===== src/rtl/rta_params.svh =====
// Notes on behaviour
// - Read-only leap year bit at bit 0
// - Bit 1 of enable gates tick interrupt
// - Bit 0 of enable gates alarm interrupt
// - Enabled tick sets status bit 1 periodically
// - Enabled alarm match sets status bit 0
// - Flags stay set until written one
// - Wake enable wakes processor on tick/alarm
// - Tick period is one second over 2^sel
// - Flags read 0 idle, 1 when generated
// - Alarm BCD digits taken without validity check
`ifndef RTA_PARAMS_SVH
`define RTA_PARAMS_SVH

// ----------------------------------------
// Register offsets (byte addresses)
// ----------------------------------------
`define RTA_ADDR_W 12
`define RTA_OFF_LEAP 12'h024
`define RTA_OFF_IRQ_EN 12'h028
`define RTA_OFF_STATUS 12'h02c
`define RTA_OFF_TICK_CFG 12'h030

// ----------------------------------------
// Field positions
// ----------------------------------------
`define RTA_BIT_LEAP 0
`define RTA_BIT_MATCH 0
`define RTA_BIT_PERIODIC 1
`define RTA_BIT_WAKE_EN 3
`define RTA_SEL_MSB 2
`define RTA_SEL_LSB 0

// ----------------------------------------
// Reset values and timebase
// ----------------------------------------
`define RTA_RST_IRQ_EN 2'h0
`define RTA_RST_STATUS 2'h0
`define RTA_RST_SEL 3'h0
`define RTA_BASE_LOG2 7

`endif


===== src/rtl/rta_pkg.sv =====
package rta_pkg;
  typedef struct packed {
    logic base_s1;
    logic base_s2;
    logic base_s3;
    logic match_s1;
    logic match_s2;
    logic match_s3;
    logic leap_s1;
    logic leap_s2;
    logic pd_s1;
    logic pd_s2;
    logic [6:0] cnt;
    logic [1:0] irq_en;
    logic [1:0] status;
    logic [2:0] period_select;
    logic wake_from_powerdown_enable;
    logic pready;
    logic pslverr;
    logic [31:0] prdata;
    logic irq;
    logic wake_req;
  } rta_state_t;
endpackage


===== src/rtl/rta_tick_alarm.sv =====
// Implementation choice: the APB interface to the registers.
`timescale 1ns/10ps
`default_nettype none
`include "rta_params.svh"

module rta_tick_alarm
  import rta_pkg::*;
(
  input wire logic pclk,
  input wire logic presetn,
  input wire logic psel,
  input wire logic penable,
  input wire logic pwrite,
  input wire logic [11:0] paddr,
  input wire logic [31:0] pwdata,
  input wire logic [3:0] pstrb,
  output logic [31:0] prdata,
  output logic pready,
  output logic pslverr,
  input wire logic base_clk_pin,
  input wire logic alarm_match_pin,
  input wire logic leap_year_flag,
  input wire logic powerdown_pin,
  output logic irq,
  output logic wake_req
);

  // ----------------------------------------
  // State
  // ----------------------------------------
  rta_state_t q;
  rta_state_t next_q;
  logic base_edge;
  logic tick_evt;
  logic match_evt;
  logic [6:0] next_cnt;
  logic [6:0] mask;
  logic access;
  logic wr_done;
  logic hit;
  logic [31:0] rd_val;
  logic [1:0] clr;
  logic [1:0] set;

  always_comb begin
    // Edges come from the second and third stages, never the first
    base_edge = q.base_s2 && !q.base_s3;
    match_evt = q.match_s2 && !q.match_s3;
    next_cnt = q.cnt + 7'h01;
    mask = 7'(8'h7f >> q.period_select);
    tick_evt = base_edge && ((next_cnt & mask) == 7'h00);
    access = psel && penable && !q.pready;
    wr_done = psel && penable && q.pready && pwrite && !q.pslverr;
    hit = (paddr == `RTA_OFF_LEAP) || (paddr == `RTA_OFF_IRQ_EN) ||
          (paddr == `RTA_OFF_STATUS) || (paddr == `RTA_OFF_TICK_CFG);
    rd_val = 32'h0;
    unique case (paddr)
      `RTA_OFF_LEAP: rd_val[`RTA_BIT_LEAP] = q.leap_s2;
      `RTA_OFF_IRQ_EN: rd_val[1:0] = q.irq_en;
      `RTA_OFF_STATUS: rd_val[1:0] = q.status;
      `RTA_OFF_TICK_CFG: rd_val[3:0] = {q.wake_from_powerdown_enable, q.period_select};
      default: rd_val = 32'h0;
    endcase
    clr = 2'h0;
    if (wr_done && (paddr == `RTA_OFF_STATUS) && pstrb[0]) begin
      clr = pwdata[1:0];
    end
    set[`RTA_BIT_PERIODIC] = tick_evt && q.irq_en[`RTA_BIT_PERIODIC];
    // Alarm digits are compared upstream exactly as loaded, no range check
    set[`RTA_BIT_MATCH] = match_evt && q.irq_en[`RTA_BIT_MATCH];

    next_q = q;
    next_q.base_s1 = base_clk_pin;
    next_q.base_s2 = q.base_s1;
    next_q.base_s3 = q.base_s2;
    next_q.match_s1 = alarm_match_pin;
    next_q.match_s2 = q.match_s1;
    next_q.match_s3 = q.match_s2;
    next_q.leap_s1 = leap_year_flag;
    next_q.leap_s2 = q.leap_s1;
    next_q.pd_s1 = powerdown_pin;
    next_q.pd_s2 = q.pd_s1;
    if (base_edge) begin
      next_q.cnt = next_cnt;
    end
    // Set beats clear so an event in the clearing cycle survives
    next_q.status = (q.status & ~clr) | set;
    if (wr_done && pstrb[0]) begin
      if (paddr == `RTA_OFF_IRQ_EN) begin
        next_q.irq_en = pwdata[1:0];
      end
      if (paddr == `RTA_OFF_TICK_CFG) begin
        next_q.period_select = pwdata[`RTA_SEL_MSB:`RTA_SEL_LSB];
        next_q.wake_from_powerdown_enable = pwdata[`RTA_BIT_WAKE_EN];
      end
    end
    // One wait state: answer is registered, never combinational
    next_q.pready = access;
    next_q.pslverr = access && !hit;
    if (access) begin
      next_q.prdata = (pwrite || !hit) ? 32'h0 : rd_val;
    end
    next_q.irq = |(next_q.status & next_q.irq_en);
    next_q.wake_req = q.wake_from_powerdown_enable && q.pd_s2 &&
                      (tick_evt || match_evt);
  end

  always_ff @(posedge pclk or negedge presetn) begin
    if (!presetn) begin
      q <= '0;
    end else begin
      q <= next_q;
    end
  end

  assign prdata = q.prdata;
  assign pready = q.pready;
  assign pslverr = q.pslverr;
  assign irq = q.irq;
  assign wake_req = q.wake_req;
endmodule

`default_nettype wire


===== config.mk =====
export PLATFORM = sky130hd
export DESIGN_NAME = rta_tick_alarm
export DESIGN_NICKNAME = d
export VERILOG_FILES = /design/src/rtl/rta_pkg.sv /design/src/rtl/rta_tick_alarm.sv
export VERILOG_INCLUDE_DIRS = /design/src /design/src/rtl
export SDC_FILE = /design/constraint.sdc
export NUM_CORES = 1
export LEC_CHECK = 0
export ABC_AREA = 1
export BUFFER_PORTS_ARGS = -buffer_cell sky130_fd_sc_hd__buf_2
export CAP_MARGIN = 10
export CORE_UTILIZATION = 45
export CTS_CLUSTER_DIAMETER = 80
export DETAILED_ROUTE_END_ITERATION = 7
export GPL_TIMING_DRIVEN = 0
export PLACE_DENSITY = 0.91
export REMOVE_ABC_BUFFERS = 1
export SYNTH_ARGS = -nofsm -noshare
export SYNTH_HDL_FRONTEND = slang
export SYNTH_SLANG_ARGS = --single-unit

===== constraint.sdc =====
create_clock -name pclk -period 2.9 [get_ports pclk]
set_input_delay 0.145 -clock pclk [delete_from_list [all_inputs] [get_ports pclk]]
set_output_delay 0.145 -clock pclk [all_outputs]
set_load 0.01 [all_outputs]

==> results by group <==
Power and ir drop
  • Flop pwr share: between 40% and 50%
  • PD cells: between 500 and 600 nW/um2
  • Total Power: between 1000 and 1500 uW
  • Max VDD drop: about 0.00028 V
  • Comb power frac: about a fifth
  • Pleak: approximately 0.0011 uW
  • Sw Pwr: 333 uW
  • Clock power share: about a third
  • Internal power: between 700 and 800 uW
  • Switch share: around 30%

Worst setup path
  • R2r endpoint: irq
  • Worst path slowest cell: dfrtp_1
  • Worst Path Buf+Inv: 0
  • Crit. End Element: flop
  • Startpoint types: flop
  • Max incr delay on CP: ~0.42 ns
  • Worst path cell trace: ha_1 -> or2_1 -> nand3_1 -> nand3_1 -> nor2_2 -> nand3_1 -> nand2_1 -> nand2_1 -> nand2_1
  • Crit path required time: ~3.1 ns
  • Crit path kind: reg -> reg
  • R2R cell count: 9
  • RR Startpoint: q[44]
  • R2R setup slack: approximately 1.3 ns
  • Crit path DAT: 1.79 ns
  • Cell family with most CP delay: simple AND/OR/NAND/NOR gates
  • Peak fanout along the critical path: 4

STA
  • Worst Max-Slew Pin Slew: approximately 0.73 ns
  • Tmin final: 1.57 ns
  • Clock skew: between 0.004 and 0.005 ns
  • Final Max Slew Viols: 0
  • Setup violators final: 0
  • Rel. slew slack: 51.3%
  • Final period util: a little over half
  • Final hold violation count: 0
  • RSZ-0062 raised after global routing: false
  • Max Clock Freq: 638 MHz
  • Setup_tns: 0 ns

Final layout
  • Layout area overhead: 11.7%
  • Filler cells: 355
  • Fin nets: 321
  • Ratio of cells with drive above 1 in the final layout: 24.0%
  • N_diodes: 0

Synthesis
  • Syn Inst Count: 224
  • Ys async rst share: between 90% and 100%
  • Compound-Gate Fraction of Synth Area: 4.71%
  • Synth top area share: 44.4%
  • Synthesized flop and latch total: 33
  • Largest cells by area after synthesis: dfrtp_1, buf_4, nand2_1, nand3_1, inv_1
  • Sequential area share after synthesis: roughly 44%
  • Synth Area in XOR/XNOR: 0.943%
  • Post-synthesis mux area share: 0%
  • Top-count cell post-synth: nand2_1
  • Synth Area in Adders: less than 1%
  • Yosys warnings: 0
  • Post-synth top cells: nand2_1, dfrtp_1, buf_4
  • Number of synthesized flops with an enable pin: 0
  • Synth Flop Type: dfrtp_1
  • Cell variety after synth: 28
  • Main combinational cell family by area after synthesis: simple AND/OR/NAND/NOR gates
  • Avg Cell Area, Syn: a little over 8 um2
  • Synth Cell Area: around 1900 um2
  • Simple-Gate Fraction of Synth Area: approximately 30%
  • Synth area leader: dfrtp_1

Global routing
  • Global-route wire length before repair: between 5000 and 6000 um
  • Initial antenna violation count: 0
  • Global Route Usage Sum: between 15 and 20%
  • Vias in the first global route: roughly 1200
  • Total grt overflow: 0
  • Pin count of the biggest net entering global routing: 34

Die
  • Initial core utilization: 48.9%
  • Die height: roughly 66 um
  • # IOs: between 90 and 100
  • Core area: between 3000 and 4000 um2
  • Row cnt: 22
  • Die Wd: roughly 66 um
  • DIE AREA: approximately 4400 um2

Clock tree
  • Clk slew on worst S/H paths: about 0.060 ns
  • Root buffer cell: clkbuf_8
  • CTS Buf Count: 5
  • CTS H-tree lvls: 2
  • CTS tree: done
  • CTS Buffer Depth: 2
  • Clock latency on the worst-skew pair: 0.29 ns
  • Post-CTS sizing: 0
  • CTS Sinks: 33

Detailed routing
  • Wire per inst: 10.3 um
  • DR DRC count: 0
  • DR vias/cell: about 4.6
  • Post-route ant nets: 0
  • 1st-iter DRT viols: 70
  • Detailed-route via count: about 1400
  • Detailed-route wire length: around 3200 um
  • Router iterations before antenna repair: 4

Status
  • Outcome: completed

Run
  • Max Cap Viol: 0

Hold path
  • Worst Hold Path Cells: 3
  • Hold endpoint: q[39]
  • HP Class: in -> reg
  • Hold Startpoint: pwdata[2]

Placed design
  • IO buf count: 33
  • Post-DP HPWL: between 2000 and 2500 um
  • Routability cong.: slightly above 0.8
[stage by stage]
step / worst slack (ns) / hold slack (ns) / instance area [um2] / cells / utilization [%]
after detailed placement: 1.37 / 0.250 / 1940 / 299 / 51.1
final: 1.33 / 0.0899 / 2080 / 311 / 54.6
after global routing: 1.15 / 0.0922 / 2080 / 311 / 54.6
after floorplan: 1.53 / -0.151 / 1710 / 218 / -
after global placement: 1.41 / 0.229 / 1940 / 299 / 51.1
after CTS: 1.34 / 0.0861 / 2080 / 311 / 54.6
[area by class of cell]
| class | instances | area [um2] | area share (%) |
|---|---|---|---|
| clock buffer | 7 | 86.3 | 4.16 |
| timing repair buffer | 38 | 215 | 10.4 |
| inverter | 29 | 110 | 5.30 |
| tap | 48 | 60.1 | 2.89 |
| sequential | 33 | 826 | 39.8 |
| multi-input combinational | 156 | 778 | 37.5 |
[cells in the final DEF, fill, tap and decap left out, types with 2 or more instances in the layout]
master,netlist,final
nor2_4,3,3
nor3_2,2,2
dfrtp_1,33,33
nor3_4,2,2
clkbuf_8,0,6
nand3_2,2,2
nand2_2,4,4
nor2_1,11,11
nor2_2,3,3
xor2_1,2,2
conb_1,1,28
buf_2,1,33
nand3_1,29,29
nand4_1,3,3
o21ai_2,2,2
o21ai_1,7,7
o21ai_0,3,3
inv_1,24,24
nand2_1,48,48
inv_2,4,4
dlygate4sd3_1,0,5
[how the worst max path moves through the flow]
stage	endpoint	slack, ns	startpoint	cells past startpoint
detailed placement	irq	1.37	q[44]	9
floorplan	irq	1.53	q[44]	9
global route	irq	1.15	q[44]	10
CTS	irq	1.34	q[44]	9
finish	irq	1.33	q[44]	9
global placement	irq	1.41	q[44]	9
[state kept, by name, indices dropped and copies added (netlist names)]
signal / count
pready: 1
wake_req: 1
q: 19
pslverr: 1
irq: 1
next_q: 6
prdata: 4
[cell families (layout without fill, tap and decap cells)]
| logic type | after synthesis | count (layout) |
|---|---|---|
| AO/OA/AOI/OAI | 15 | 15 |
| XOR/XNOR | 2 | 2 |
| adder cells (fa/ha/maj) | 1 | 1 |
| buffers and inverters | 62 | 74 |
| flip-flops | 33 | 33 |
| other | 1 | 28 |
| AND/OR/NAND/NOR | 110 | 110 |
[layer usage]
metal | global-route usage, % | routed length [um]
met5 | 0 | 0
met4 | 6.38 | 55
met3 | 6.21 | 191
met2 | 25.9 | 1550
met1 | 20.5 | 1400
[tightest hold or removal path, cell delays in order]
cell     delay, ns
buf_2         0.08
nand3_1       0.06
nand2_1       0.06
[timing repair]
item | in CTS | in global routing
hold buffers | 5 | 0
hold endpoints to repair | 37 | 0
endpoints found under the setup margin | 0 | 0
buffers inserted | 0 | 0
[power by group through the flow]
| stage | registers [uW] | logic (uW) | clock network (uW) |
|---|---|---|---|
| 3_5_place_dp | 556 | 201 | 0 |
| 3_3_place_gp | 551 | 192 | 0 |
| 2_1_floorplan | 545 | 147 | 0 |
| 5_1_grt | 555 | 240 | 379 |
| 4_1_cts | 547 | 209 | 359 |
| 6_report | 548 | 209 | 346 |
No activity file was read; power rests on OpenSTA's default activity.
